### config.mk
export PLATFORM = sky130hd
export DESIGN_NAME = wdt_swap_exec
export DESIGN_NICKNAME = d
export VERILOG_FILES = /design/src/wdt_swap_pkg.sv /design/src/op_decode_if.sv /design/src/op_decode.sv /design/src/wdt_swap_exec.sv
export SDC_FILE = /design/constraint.sdc
export NUM_CORES = 1
export LEC_CHECK = 0
export BUFFER_PORTS_ARGS = -buffer_cell sky130_fd_sc_hd__buf_2
export CORE_ASPECT_RATIO = 1.4
export CORE_MARGIN = 5
export CORE_UTILIZATION = 42
export DETAILED_ROUTE_END_ITERATION = 6
export GPL_TIMING_DRIVEN = 0
export PLACE_DENSITY = 0.75
export SETUP_SLACK_MARGIN = 0.2
export SKIP_LAST_GASP = 1
export SLEW_MARGIN = 30
export SYNTH_ARGS = -nofsm -noshare
export SYNTH_HDL_FRONTEND = slang
export SYNTH_SLANG_ARGS = --single-unit
### constraint.sdc
create_clock -name clk -period 1.35 [get_ports clk]
set_clock_uncertainty 0.05 [all_clocks]
set_input_delay 0.3375 -clock clk [delete_from_list [all_inputs] [get_ports clk]]
set_output_delay 0.3375 -clock clk [all_outputs]
set_load 0.05 [all_outputs]
### src/wdt_swap_pkg.sv
// constants for the watchdog restart and accumulator-memory swap execution unit
// assumes a 10-bit program word and a 4-bit data path inside one core clock domain
package wdt_swap_pkg;

  // ----------------------------------------------------------------------
  // widths
  // ----------------------------------------------------------------------
  localparam int unsigned WORD_W = 10;
  localparam int unsigned NIB_W  = 4;
  localparam int unsigned PTR_W  = 9;

  // ----------------------------------------------------------------------
  // opcodes
  // ----------------------------------------------------------------------
  localparam logic [WORD_W-1:0] WATCHDOG_RESTART_CODE = 10'h2A0;
  localparam logic [WORD_W-1:0] WATCHDOG_DISABLE_CODE = 10'h29C;
  localparam logic [WORD_W-1:0] SWAP_CODE             = 10'h2C0;
  localparam logic [WORD_W-1:0] SWAP_MASK             = 10'h3F0;
  localparam int unsigned       IMM_LSB               = 0;

  // ----------------------------------------------------------------------
  // reset values
  // ----------------------------------------------------------------------
  localparam logic [NIB_W-1:0] ACC_RESET = 4'h0;
  localparam logic [NIB_W-1:0] X_RESET   = 4'h0;
  localparam logic             WDF_RESET = 1'b0;

endpackage

### src/op_decode_if.sv
// carrier between the executing unit and its opcode decoder
// assumes both ends sit in the same clock domain; content is combinational
`timescale 1ns/100ps
`default_nettype none

interface op_decode_if;
  logic [wdt_swap_pkg::WORD_W-1:0] word;
  logic                            is_restart;
  logic                            is_disable;
  logic                            is_swap;
  logic [wdt_swap_pkg::NIB_W-1:0]  imm;

  modport dec (input word, output is_restart, is_disable, is_swap, imm);
  modport use_side (output word, input is_restart, is_disable, is_swap, imm);
endinterface

`default_nettype wire

### src/op_decode.sv
// opcode decoder for the watchdog restart, watchdog disable and swap words
// assumes the word presented is the one in the execute slot this cycle
`timescale 1ns/100ps
`default_nettype none

module op_decode
(
  op_decode_if.dec d
);

  // --------------------------------------------------------------------
  // match helper
  // --------------------------------------------------------------------
  function automatic logic hit(input logic [wdt_swap_pkg::WORD_W-1:0] w,
                               input logic [wdt_swap_pkg::WORD_W-1:0] code,
                               input logic [wdt_swap_pkg::WORD_W-1:0] mask);
    hit = ((w & mask) == (code & mask));
  endfunction

  assign d.is_restart = hit(d.word, wdt_swap_pkg::WATCHDOG_RESTART_CODE, 10'h3FF);
  assign d.is_disable = hit(d.word, wdt_swap_pkg::WATCHDOG_DISABLE_CODE, 10'h3FF);
  assign d.is_swap    = hit(d.word, wdt_swap_pkg::SWAP_CODE, wdt_swap_pkg::SWAP_MASK);
  assign d.imm        = d.word[wdt_swap_pkg::IMM_LSB +: wdt_swap_pkg::NIB_W];

endmodule // op_decode

`default_nettype wire

### src/wdt_swap_exec.sv
// execute unit for watchdog restart, watchdog disable and accumulator swap
// assumes mem_rdata holds the nibble at ram_pointer in the same cycle,
// and that the sequencer presents one instruction per instr_valid cycle
`timescale 1ns/100ps
`default_nettype none

module wdt_swap_exec
(
  input  wire logic                             clk,
  input  wire logic                             rst_n,
  input  wire logic                             instr_valid,
  input  wire logic [wdt_swap_pkg::WORD_W-1:0]  instr,
  input  wire logic                             wdt_expire,
  input  wire logic [wdt_swap_pkg::PTR_W-1:0]   ram_pointer,
  input  wire logic [wdt_swap_pkg::NIB_W-1:0]   mem_rdata,
  input  wire logic                             acc_wr,
  input  wire logic [wdt_swap_pkg::NIB_W-1:0]   acc_wdata,
  input  wire logic                             x_wr,
  input  wire logic [wdt_swap_pkg::NIB_W-1:0]   x_wdata,
  output logic [wdt_swap_pkg::NIB_W-1:0]        acc,
  output logic [wdt_swap_pkg::NIB_W-1:0]        reg_x,
  output logic                                  watchdog_expiry_flag,
  output logic                                  watchdog_stopped,
  output logic                                  skip,
  output logic                                  skipped,
  output logic                                  done,
  output logic                                  mem_we,
  output logic [wdt_swap_pkg::PTR_W-1:0]        mem_addr,
  output logic [wdt_swap_pkg::NIB_W-1:0]        mem_wdata
);

  // --------------------------------------------------------------------
  // state
  // --------------------------------------------------------------------
  typedef struct packed {
    logic [wdt_swap_pkg::NIB_W-1:0] acc;
    logic [wdt_swap_pkg::NIB_W-1:0] x;
    logic                           wdf;
    logic                           stopped;
    logic                           prev_disable;
    logic                           skip_pend;
    logic                           skip;
    logic                           skipped;
    logic                           done;
    logic                           mem_we;
    logic [wdt_swap_pkg::PTR_W-1:0] mem_addr;
    logic [wdt_swap_pkg::NIB_W-1:0] mem_wdata;
  } state_s;

  localparam state_s STATE_RESET = '{
    acc:          wdt_swap_pkg::ACC_RESET,
    x:            wdt_swap_pkg::X_RESET,
    wdf:          wdt_swap_pkg::WDF_RESET,
    stopped:      1'b0,
    prev_disable: 1'b0,
    skip_pend:    1'b0,
    skip:         1'b0,
    skipped:      1'b0,
    done:         1'b0,
    mem_we:       1'b0,
    mem_addr:     9'h000,
    mem_wdata:    4'h0
  };

  state_s st_q;
  state_s st_d;
  logic   exec;

  // --------------------------------------------------------------------
  // decode
  // --------------------------------------------------------------------
  op_decode_if dif ();

  assign dif.word = instr;

  op_decode u_dec
  (
    .d (dif.dec)
  );

  // a word arriving while a skip is pending is discarded, not executed
  assign exec = instr_valid && !st_q.skip_pend;

  // --------------------------------------------------------------------
  // next state
  // --------------------------------------------------------------------
  always_comb
  begin
    st_d         = st_q;
    st_d.skip    = 1'b0;
    st_d.skipped = 1'b0;
    st_d.done    = 1'b0;
    st_d.mem_we  = 1'b0;

    if (acc_wr)
    begin
      st_d.acc = acc_wdata;
    end
    if (x_wr)
    begin
      st_d.x = x_wdata;
    end

    if (instr_valid && st_q.skip_pend)
    begin
      // drop the word after a taken restart skip
      st_d.skip_pend    = 1'b0;
      st_d.skipped      = 1'b1;
      st_d.prev_disable = 1'b0;
    end
    else if (exec)
    begin
      st_d.done         = 1'b1;
      st_d.prev_disable = dif.is_disable;
      if (dif.is_restart)
      begin
        if (st_q.wdf)
        begin
          st_d.skip      = 1'b1;
          st_d.skip_pend = 1'b1;
          st_d.wdf       = 1'b0;
        end
        // flag at 0: nothing pending, next word runs
        if (st_q.prev_disable)
        begin
          st_d.stopped = 1'b1;
        end
      end
      if (dif.is_swap)
      begin
        st_d.acc       = mem_rdata;
        st_d.mem_we    = 1'b1;
        st_d.mem_addr  = ram_pointer;
        st_d.mem_wdata = st_q.acc;
        st_d.x         = st_q.x ^ dif.imm;
      end
    end

    // a new expiry wins over the clear in the same cycle
    if (wdt_expire && !st_q.stopped)
    begin
      st_d.wdf = 1'b1;
    end
  end

  always_ff @(posedge clk or negedge rst_n)
  begin
    if (!rst_n)
    begin
      st_q <= STATE_RESET;
    end
    else
    begin
      st_q <= st_d;
    end
  end

  // --------------------------------------------------------------------
  // outputs
  // --------------------------------------------------------------------
  assign acc                  = st_q.acc;
  assign reg_x                = st_q.x;
  assign watchdog_expiry_flag = st_q.wdf;
  assign watchdog_stopped     = st_q.stopped;
  assign skip                 = st_q.skip;
  assign skipped              = st_q.skipped;
  assign done                 = st_q.done;
  assign mem_we               = st_q.mem_we;
  assign mem_addr             = st_q.mem_addr;
  assign mem_wdata            = st_q.mem_wdata;

  // plain expression so it can join && and || in the properties below
  logic restart_flag_set;

  assign restart_flag_set = exec && dif.is_restart && st_q.wdf;
endmodule // wdt_swap_exec

`default_nettype wire

==> summary.txt, run 1 <==
Worst hold path
  • Hold Path Class: primary input to asynchronous set/reset pin

Clock network
  • CTS Buffer Depth: 2
  • TritonCTS sink count: 29
  • CTS Hold Bufs: 0
  • Clk_lat worst skew: between 0.2 and 0.3 ns
  • Htree depth: 2
  • Num CTS Buffers: 5
  • Root Buffer: clkbuf_8
  • CTS tree: built
  • Clock slew at reported path FFs: ~0.06 ns

Power
  • Post-layout total power: roughly 2.8 mW
  • Peak supply drop: 965 uV
  • Switching power: slightly below 0.9 mW
  • Clock network power share: 24.8%
  • Comb power frac: 39.5%
  • PD cells: 1120 nW/um^2
  • Sw frac: a little under a third
  • Leakage: 1.39 nW
  • Sequential power share: around 36%
  • Internal: 1.97 mW

Yosys
  • Synth Area in Simple Gates: a little under a tenth
  • Sequential share of the synthesized area: roughly 49%
  • Post-synthesis adder-cell area fraction: 0%
  • Mux cell area share after synthesis: 24.0%
  • Compound-cell area share of the yosys netlist: under 10%
  • Syn. warnings: 0
  • Post-synthesis instance total: 113
  • Largest family of logic cells by synthesized area: multiplexers
  • Syn_area_per_cell: approximately 13 sq um
  • Post-synthesis xor/xnor area fraction: around 1.8%
  • Post-Syn Nets: 150
  • Yosys reg bits: 29
  • Post-synth top area share: between 40% and 50%
  • Leading post-synthesis cells by cell area: dfrtp_1 (49%), mux2_4 (16%), buf_4 (11%), mux2i_1 (4.0%), mux2_2 (3.8%)
  • Mapped Area: ~1500 sq um
  • Yosys cell types: 25
  • Yosys top cell by area: dfrtp_1

Place
  • IO buf count: 62
  • HPWL after detailed placement: 2.46 mm
  • GPL Wtd Cong: about 0.73
  • Dpl cells: about 220

Cells and area
  • Layout Utilization: around 74%
  • Layout cells sized above 1: a little over two thirds
  • Non-Filler Instances: 253
  • ANT cells: 0
  • Area grow syn2layout: 70.6%
  • Final nets: 250

Timing
  • Worst Tran Pin Value: between 0.6 and 0.7 ns
  • Slew Viols, Final: 0
  • Final setup violation count: 18
  • Final period util: 105%
  • Max Fclk: approximately 700 MHz
  • Final hold violation count: 0
  • Max_slew headroom: between 50% and 60%
  • Min setup slack post-route: -0.0716 ns
  • RSZ-0062 raised after global routing: yes
  • Tmin final: 1.42 ns

Critical path
  • Setup CP Type: flop to flop
  • CP max stage cell: dfrtp_1
  • CP cell instances: and4bb_2 > nand2_4 > buf_12 > mux2_4
  • Largest stage delay, worst path: ~0.38 ns
  • Crit. End Element: flop
  • Critical Path Fanout Max: 10
  • Crit path required time: between 1 and 1.5 ns
  • Crit start category: flop
  • Data arrival, critical path: around 1.5 ns

Routing
  • Post-DRT Antenna Nets: 0
  • Overall routed net length: 3.76 mm
  • Routed WL per cell: around 15 microns
  • First-pass DRT Iterations: 3
  • Vias per inst: between 4 and 5
  • Post-route DRC: 0
  • Via count: 1172
  • Initial DRC Count: 10

Run
  • Max Cap Viol: 0

Global routing
  • First-pass GRT wire length: between 5 and 6 mm
  • Largest net degree at the start of global routing: 30
  • GRT Resource Usage Total: 17.0%
  • Vias in the first global route: 1300
  • Antenna violations before repair: 0
  • Grt ovf: 0

Floorplanning
  • # rows: 25
  • Die footprint: about 4800 sq um
  • I/O pin count: between 60 and 70
  • CORE AREA: approximately 3400 sq um
  • Initial Utilization: 43.6%
  • Die W: 60.3 microns
  • Die H: 80.4 microns

Run status
  • Status: complete, but fails checks
  • Failing checks: negative setup slack
## final timing paths
check,slack (ns),to,startpoint,depth (start not counted)
hold reg to reg,0.48,st_q[18],st_q[18],2
setup reg to reg,-0.07,mem_addr[5],st_q[17],4
max in group asynchronous,0.80,mem_wdata[3],rst_n,1
setup / recovery,-0.07,mem_addr[5],st_q[17],4
min in group clk,0.24,st_q[18],instr_valid,2
hold / removal,0.03,mem_wdata[2],rst_n,1
## per-layer routing
metal	part of all wire, %	global-route usage (%)	wire length (microns)	up-vias
li1	-	-	-	566
met1	34	16.4	1270	563
met2	59	32.7	2210	37
met3	6.2	5.47	232	6
met4	1.3	5.32	50	0
met5	0	0	0	-
## synth_stat cells
cell type	n
nand2b_1	1
nor2_1	5
nand3_1	1
buf_4	21
inv_1	5
mux2_2	5
nor4bb_1	1
mux2_4	16
and2_1	1
nor4b_1	1
and2b_1	1
dfrtp_1	29
a22o_1	2
o21ai_0	2
nand2_2	1
xor2_1	3
nand4b_1	2
and4bb_2	2
nand4_1	2
buf_6	2
nand2_1	1
mux2i_1	6
o2bb2ai_1	1
buf_1	1
and4b_1	1
## worst max-delay path, delay by kind of cell (launching register included)
family	cells	cell delay [ns]
simple gates	2	0.42
mux	1	0.30
buf+inv	1	0.16
flops	1	0.38
## kinds of logic (layout without fill, tap and decap cells)
kind of cell / count (synthesis) / count (layout)
mux: 27 / 27
buf+inv: 29 / 129
xor+xnor: 3 / 3
compound gates: 5 / 5
flops: 29 / 29
simple gates: 20 / 20
## registers in the layout, summed over array words and instances, names as in the netlist
register              cells
watchdog_stopped          1
mem_wdata                 4
acc                       4
done                      1
mem_addr                  9
watchdog_expiry_flag      1
skipped                   1
skip                      1
reg_x                     4
mem_we                    1
st_q                      2
## layout by cell type (no fill, tap or decap), types with 3 or more instances in the layout
| master | synthesis | layout |
|---|---|---|
| buf_2 | 0 | 35 |
| buf_4 | 21 | 30 |
| buf_6 | 2 | 28 |
| buf_8 | 0 | 22 |
| clkbuf_8 | 0 | 6 |
| dfrtp_1 | 29 | 29 |
| inv_1 | 5 | 5 |
| mux2_2 | 5 | 5 |
| mux2_4 | 16 | 16 |
| mux2i_1 | 6 | 6 |
| nor2_1 | 5 | 5 |
| xor2_1 | 3 | 3 |
## layout make-up
| cell class | instances | area [sq um] |
|---|---|---|
| multi-input combinational | 55 | 583 |
| buffer | 24 | 275 |
| clock buffer | 7 | 86.3 |
| fill | 223 | 876 |
| tap | 40 | 50.0 |
| timing repair buffer | 93 | 795 |
| inverter | 5 | 18.8 |
| sequential | 29 | 726 |
## metrics by stage
stage	worst slack (ns)	hold slack (ns)	cell area, sq um	TNS, ns
2_1_floorplan	-0.0404	-0.00809	1510	-0.622
3_3_place_gp	-0.190	0.337	1870	-2.99
3_5_place_dp	-0.215	0.350	1870	-3.35
4_1_cts	-0.0721	0.0567	2460	-1.04
5_1_grt	-0.105	0.0781	2530	-1.78
6_report	-0.0716	0.0320	2530	-1.03
## power groups by stage
stage	clock (mW)	combinational [mW]	sequential (mW)
floorplan	0	0.563	1.01
global placement	0	0.724	1.01
detailed placement	0	0.737	1.02
CTS	0.726	1.08	1.01
global route	0.778	1.18	1.02
finish	0.705	1.12	1.01
## repair_timing
action | CTS | global route
pin swaps | 3 | 2
buffers inserted | 21 | 10
gates resized for setup | 101 | 2
hold endpoints to repair | 0 | 0
endpoints found under the setup margin | 50 | 54
(Power assumes the default switching activity.)
==> inputs of run 2 (changes only) <==
CORE_UTILIZATION = 43   (was 42)
PLACE_DENSITY = 0.76   (was 0.75)
SYNTH_HIERARCHICAL = 1   (was default)
==> run 2 against run 1 <==
The flow still finishes with violations (negative setup slack). First-iteration DRC count grew 130%. Via count grew 13%. Worst hold slack gained 0.0071 ns. Synthesized cell count grew 36%. Sequential share of layout area grew 0.45 points. Register-to-register slack gained 0.28 ns. Area after synthesis grew 2.3%. Power shrank 4.7%. Combinational power shrank 11%. Largest cell class unchanged. Highest routed layer unchanged.
==> summary.txt, run 2 <==
Clock network
  • Htree depth: 2 (unchanged)
  • Num CTS Buffers: 5 (unchanged)
  • Clk_lat worst skew: 0.27 ns (about the same)
  • CTS Buffer Depth: 2 (unchanged)
  • TritonCTS sink count: 29 (unchanged)
  • Clock slew at reported path FFs: 0.06 ns (about the same)
  • CTS tree: built
  • Root Buffer: clkbuf_8

Timing
  • Max Fclk: 715 MHz (+1.7%)
  • Min setup slack post-route: -0.0483 ns (+0.0233 ns)
  • Final period util: 104% (-1.7 points)
  • Max_slew headroom: 56.4% (-1.3 points)
  • Tmin final: 1.40 ns (-0.0233 ns)
  • Slew Viols, Final: 0 (unchanged)
  • Final setup violation count: 11 (-7)
  • Worst Tran Pin Value: 0.653 ns (+0.0189 ns)
  • RSZ-0062 raised after global routing: yes
  • Final hold violation count: 0 (unchanged)

Yosys
  • Post-synth EDFFs: 0 (unchanged)
  • Most numerous cell in the Yosys netlist: nand2_1
  • Post-synthesis instance total: 154 (+36%)
  • Yosys top cell by area: dfrtp_1
  • Yosys cell types: 28 (+12%)
  • Sequential share of the synthesized area: 47.8% (-1.1 points)
  • Leading post-synthesis cells by cell area: dfrtp_1 (48%), buf_4 (12%), nand2_1 (9.1%), nand2_2 (3.3%), nor2b_1 (3.3%)
  • Mapped Area: 1520 sq um (+2.3%)
  • Async set-or-reset flop fraction in the synthesized netlist: 100% (unchanged)
  • Syn. warnings: 6 (+6)
  • Yosys reg bits: 29 (unchanged)
  • Post-Syn Nets: 191 (+27%)
  • Commonest cells in the netlist: nand2_1 (37), dfrtp_1 (29), buf_4 (25)
  • Post-synth top area share: 47.8% (-1.1 points)
  • Main flop type after synthesis: dfrtp_1
  • Syn_area_per_cell: 9.86 sq um (-25%)

Critical path
  • Crit. End Element: flop
  • Critical Path Fanout Max: 5 (-5)
  • Reg-to-reg slack, setup: 0.21 ns (+0.28 ns)
  • Largest stage delay, worst path: 0.33 ns (-0.05 ns)
  • Kind of cell adding the most delay to the critical path: simple AND/OR/NAND/NOR gates
  • Crit path required time: 1.45 ns (about the same)
  • Crit start category: primary input
  • Worst Path Buf+Inv: 2 (+1)
  • Most used cell, CP: nand3_1
  • Setup CP Type: primary input to flop
  • Data arrival, critical path: 1.50 ns (-0.02 ns)
  • CP max stage cell: nor4b_4
  • CP cell instances: buf_6 > nand3b_1 > nor4b_4 > nand3b_4 > buf_2 > nand3_1 > nand3_1

Place
  • HPWL after detailed placement: 2.42 mm (-1.6%)
  • IO buf count: 62 (unchanged)
  • Dpl cells: 256 (+19%)
  • GPL Wtd Cong: 0.687 (-6.0%)

Power
  • Leakage: 1.32 nW (-4.9%)
  • PD cells: 1090 nW/um^2 (-3.2%)
  • Peak supply drop: 818 uV (-15%)
  • Post-layout total power: 2.71 mW (-4.7%)

Routing
  • Post-DRT Antenna Nets: 0 (unchanged)
  • Overall routed net length: 3.83 mm (+1.8%)
  • First-pass DRT Iterations: 6 (+3)
  • Post-route DRC: 0 (unchanged)
  • Routed WL per cell: 13.7 microns (-8.1%)
  • Initial DRC Count: 23 (+13)
  • Vias per inst: 4.73 (+2.0%)
  • Via count: 1323 (+13%)

Run
  • Max Cap Viol: 0 (unchanged)

Cells and area
  • Final nets: 277 (+11%)
  • Multi-input logic area: 583 sq um (unchanged)
  • Commonest non-fill, non-tap cell in the layout: nand2_1
  • Sequential cell area: 726 sq um (unchanged)
  • Commonest non-fill, non-tap cells in the layout: nand2_1 (37), buf_2 (33), buf_6 (31)
  • Max reg flops: 9 (unchanged)
  • Fill count: 245 (+9.9%)
  • Layout Utilization: 73.2% (-1.1 points)
  • Layout cells sized above 1: 57.1% (-12 points)
  • Non-Filler Instances: 280 (+11%)
  • Area grow syn2layout: 64.3%
  • ANT cells: 0 (unchanged)

Floorplanning
  • I/O pin count: 64 (unchanged)
  • Die H: 80.3 microns (about the same)
  • CORE AREA: 3410 sq um (unchanged)
  • # rows: 25 (unchanged)
  • Die footprint: 4840 sq um (about the same)
  • Die W: 60.2 microns (about the same)
  • Initial Utilization: 44.6% (+0.99 points)

Global routing
  • Vias in the first global route: 1388 (+6.8%)
  • First-pass GRT wire length: 6.27 mm (+4.7%)
  • Antenna violations before repair: 0 (unchanged)
  • Largest net degree at the start of global routing: 30 (unchanged)
  • GRT Resource Usage Total: 17.5% (+0.50 points)
  • Grt ovf: 0 (unchanged)

Run status
  • Status: complete, but fails checks
  • Failing checks: negative setup slack

Worst hold path
  • Hold Path Class: primary input to asynchronous set/reset pin
==> run 2: final timing paths <==
kind / from / to / cells past startpoint
min in group clk: ram_pointer[3] / mem_addr[3] / 3
setup reg to reg: st_q[17] / reg_x[1] / 4
max in group asynchronous: rst_n / skipped / 1
hold reg to reg: mem_addr[4] / mem_addr[4] / 2
hold / removal: rst_n / mem_addr[6] / 1
setup / recovery: instr[8] / reg_x[1] / 7
==> run 2: what timing repair did <==
action                                  4_1_cts  5_1_grt
setup buffers                                10        6
pin swaps                                     2        4
hold buffers                                  0        0
hold endpoints to repair                      0        0
cloned                                        0        1
endpoints found under the setup margin       53       54
gates resized for setup                     103        7
==> run 2: stage by stage <==
stage / hold WS (ns) / TNS (ns) / setup slack, ns / cell area, sq um
2_1_floorplan: -0.00809 / -2.78 / -0.137 / 1530
3_3_place_gp: 0.346 / -7.61 / -0.331 / 1890
3_5_place_dp: 0.349 / -7.96 / -0.352 / 1890
4_1_cts: 0.0551 / -0.0482 / -0.00944 / 2410
5_1_grt: 0.0928 / -1.60 / -0.0995 / 2490
6_report: 0.0391 / -0.173 / -0.0483 / 2490
==> run 2: worst reg2reg max path: cells and delay by family, from the launching register on <==
kind	cells	cell delay, ns
AND/OR/NAND/NOR	3	0.38
buffers and inverters	1	0.19
flip-flops	1	0.40
==> run 2: cell families after synthesis <==
family	count (synthesis)	share of synthesized area, %
compound gates	11	5.27
buf+inv	33	16.8
flops	29	47.8
mux	4	2.64
simple gates	77	27.5
==> run 2: area by class of cell <==
| class | instances | share of cell area, % |
|---|---|---|
| multi-input combinational | 92 | 23.4 |
| timing repair buffer | 79 | 28.3 |
| inverter | 3 | 0.652 |
| tap | 40 | 2.01 |
| sequential | 29 | 29.1 |
| buffer | 30 | 13.1 |
| clock buffer | 7 | 3.46 |
==> run 2: power by group <==
| part | switching [mW] | total (mW) | leakage [nW] | internal, mW |
|---|---|---|---|---|
| Combinational | 0.491 | 0.998 | 0.906 | 0.507 |
| Clock | 0.301 | 0.704 | 0.0443 | 0.403 |
| Sequential | 0.0583 | 1.01 | 0.373 | 0.948 |
| Total | 0.851 | 2.71 | 1.32 | 1.86 |
==> run 2: routing by layer <==
metal  wire [microns]  share of wire, %  vias to the layer above  GRT usage [%]
li1                 -                 -                      645              -
met1             1350                35                      620           19.3
met2             2140                56                       53           30.6
met3              285               7.4                        5           5.47
met4               51               1.3                        0           6.43
met5                0                 0                        -              0
==> inputs of run 3 (changes only) <==
clock period = 1.2 ns   (was 1.35 ns; I/O delays follow)
==> run 3 against run 2 <==
The flow still finishes with violations (negative setup slack). Global-route usage is essentially flat. Final cell count rose by 5.0%. Register-to-register slack worse by 0.20 ns. Non-clock buffer count up 13. Critical path type unchanged.
==> summary.txt, run 3 (synthesis results as in run 2) <==
Clock network
  • TritonCTS sink count: 29 (unchanged)
  • CTS Hold Bufs: 0 (unchanged)
  • Root Buffer: clkbuf_8
  • CTS tree: built
  • Num CTS Buffers: 5 (unchanged)
  • Clock slew at reported path FFs: 0.06 ns (about the same)
  • Htree depth: 2 (unchanged)
  • Clk_lat worst skew: 0.27 ns (about the same)
  • CTS Buffer Depth: 2 (unchanged)

Timing
  • TNS Setup: -3.14 ns (-2.97 ns)
  • Slew Viols, Final: 0 (unchanged)
  • Final period util: 109%
  • Final hold violation count: 0 (unchanged)
  • Min setup slack post-route: -0.113 ns (-0.0643 ns)
  • Max_slew headroom: 57.1% (+0.66 points)
  • Tmin final: around 1.3 ns
  • Final setup violation count: 44 (+33)
  • Worst Tran Pin Value: 0.644 ns (-0.00983 ns)
  • RSZ-0062 raised after global routing: yes
  • Max Fclk: 762 MHz

Cells and area
  • Sequential cell area: 726 sq um (unchanged)
  • Multi-input logic area: 628 sq um (+7.7%)
  • Area grow syn2layout: 77.1%
  • Commonest non-fill, non-tap cell in the layout: buf_6
  • Final nets: 290 (+4.7%)
  • Non-Filler Instances: 294 (+5.0%)
  • Max reg flops: 9 (unchanged)
  • ANT cells: 0 (unchanged)
  • Commonest non-fill, non-tap cells in the layout: buf_6 (34), buf_2 (32), dfrtp_1 (29), buf_4 (29), nand2_1 (25)
  • Fill count: 220 (-10%)
  • Layout cells sized above 1: 62.2% (+5.1 points)

Global routing
  • First-pass GRT wire length: 6.36 mm (+1.5%)
  • Grt ovf: 0 (unchanged)
  • GRT Resource Usage Total: 17.6% (+0.027 points)
  • Largest net degree at the start of global routing: 30 (unchanged)
  • Vias in the first global route: 1435 (+3.4%)
  • Antenna violations before repair: 0 (unchanged)

Routing
  • Vias per inst: 4.76 (+0.64%)
  • Via count: 1398 (+5.7%)
  • Post-DRT Antenna Nets: 0 (unchanged)
  • Post-route DRC: 0 (unchanged)
  • Overall routed net length: 4.18 mm (+9.2%)
  • Initial DRC Count: 21 (-8.7%)
  • Routed WL per cell: 14.2 microns (+4.0%)
  • First-pass DRT Iterations: 4 (-2)

Floorplanning
  • CORE AREA: 3410 sq um (unchanged)
  • I/O pin count: 64 (unchanged)
  • Initial Utilization: 44.6% (unchanged)
  • Die W: 60.2 microns (unchanged)
  • Die H: 80.3 microns (unchanged)
  • # rows: 25 (unchanged)
  • Die footprint: 4840 sq um (unchanged)

Power
  • PD cells: 1140 nW/um^2 (+5.1%)
  • Peak supply drop: 852 uV (+4.2%)
  • Leakage: 1.46 nW (+9.9%)

Critical path
  • Critical Path Fanout Max: 7 (+2)
  • Beginning of the worst register-to-register path: acc[1]
  • Reg-to-reg slack, setup: 0.01 ns (-0.20 ns)
  • Worst Path Buf+Inv: 3 (+1)
  • Kind of cell adding the most delay to the critical path: simple AND/OR/NAND/NOR gates
  • Crit. End Element: flop
  • Worst Setup EP: acc[1]
  • Crit start category: primary input
  • Setup CP Type: primary input to flop
  • Worst Reg2Reg Path Length in Cells: 4 (unchanged)
  • Crit path launch: instr[8]
  • Data arrival, critical path: 1.41 ns (-0.09 ns)
  • Crit path required time: 1.30 ns (-0.15 ns)
  • CP max stage cell: nor4b_4
  • Largest stage delay, worst path: 0.29 ns (-0.04 ns)
  • WP depth: 7 (unchanged)
  • CP cell instances: buf_6 > nand3b_1 > nor4b_4 > nand3b_4 > clkinv_8 > clkbuf_16 > o21ai_2
  • Reg2reg end: acc[1]

Run status
  • Failing checks: negative setup slack
  • Status: complete, but fails checks

Place
  • IO buf count: 62 (unchanged)
  • HPWL after detailed placement: 2.39 mm (-1.1%)
  • Dpl cells: 256 (unchanged)
  • GPL Wtd Cong: 0.735 (+7.1%)
  • Pre-CTS setup slack: -0.463 ns (-0.110 ns)

Run
  • Max Cap Viol: 0 (unchanged)

Worst hold path
  • Hold Path Class: primary input to asynchronous set/reset pin
-- run 3: cell count changes in the layout (fill, tap and decap cells not counted), moves of 2 or more --
cell / delta
nand2_4: +6
nand2_2: +6
buf_6: +3
clkbuf_1: +2
nand3_1: +3
buf_4: +9
nand2_1: -12
nand3_2: -3
-- run 3: power by group --
group          internal [mW]  switching, mW
Sequential              1.07         0.0658
Combinational          0.610          0.577
Clock                  0.411          0.340
Total                   2.09          0.983
-- run 3: per-layer routing --
metal  part of all wire, %  wire length (microns)  GRT usage [%]
met5                     0                      0              0
met4                   1.5                     63           7.76
met3                   5.3                    220           3.54
met2                    60                   2490           30.7
met1                    34                   1400           19.9
-- run 3: final cells by class --
| type | count | area share [%] |
|---|---|---|
| Sequential cell | 29 | 27.0 |
| Tap cell | 40 | 1.86 |
| Timing Repair Buffer | 92 | 31.8 |
| Buffer | 30 | 12.2 |
| Inverter | 3 | 0.884 |
| Clock buffer | 8 | 2.98 |
| Multi-Input combinational cell | 92 | 23.3 |
-- run 3: stage by stage --
stage / hold WS [ns] / util (%) / power, mW / area [sq um]
after detailed placement: 0.317 / 55.7 / 1.89 / 1900
after floorplan: -0.0456 / - / 1.70 / 1540
after CTS: 0.0239 / 74.5 / 3.01 / 2540
final: 0.00260 / 78.9 / 3.07 / 2690
after global placement: 0.306 / 55.7 / 1.88 / 1900
after global routing: 0.0589 / 78.9 / 3.22 / 2690
-- run 3: how the worst min path moves through the flow --
| stage | to | depth (start not counted) | slack [ns] |
|---|---|---|---|
| after floorplan | acc[0] | 0 | -0.05 |
| after global placement | watchdog_expiry_flag | 1 | 0.31 |
| after detailed placement | watchdog_expiry_flag | 1 | 0.32 |
| after CTS | mem_addr[1] | 1 | 0.02 |
| after global routing | mem_addr[1] | 1 | 0.06 |
| final | mem_addr[1] | 1 | 0.003 |
-- run 3: worst reg2reg max path, delay by kind of cell (launching register included) --
kind / cells / cell delay, ns
buffers and inverters: 2 / 0.27
AO/OA/AOI/OAI: 1 / 0.11
flip-flops: 1 / 0.40
multiplexers: 1 / 0.24
-- run 3: repair_timing --
| action | 4_1_cts | 5_1_grt |
|---|---|---|
| gates cloned | 2 | 1 |
| setup endpoints to repair | 53 | 53 |
| pin swaps | 8 | 8 |
| buffers inserted | 17 | 10 |
| resized for setup | 118 | 14 |
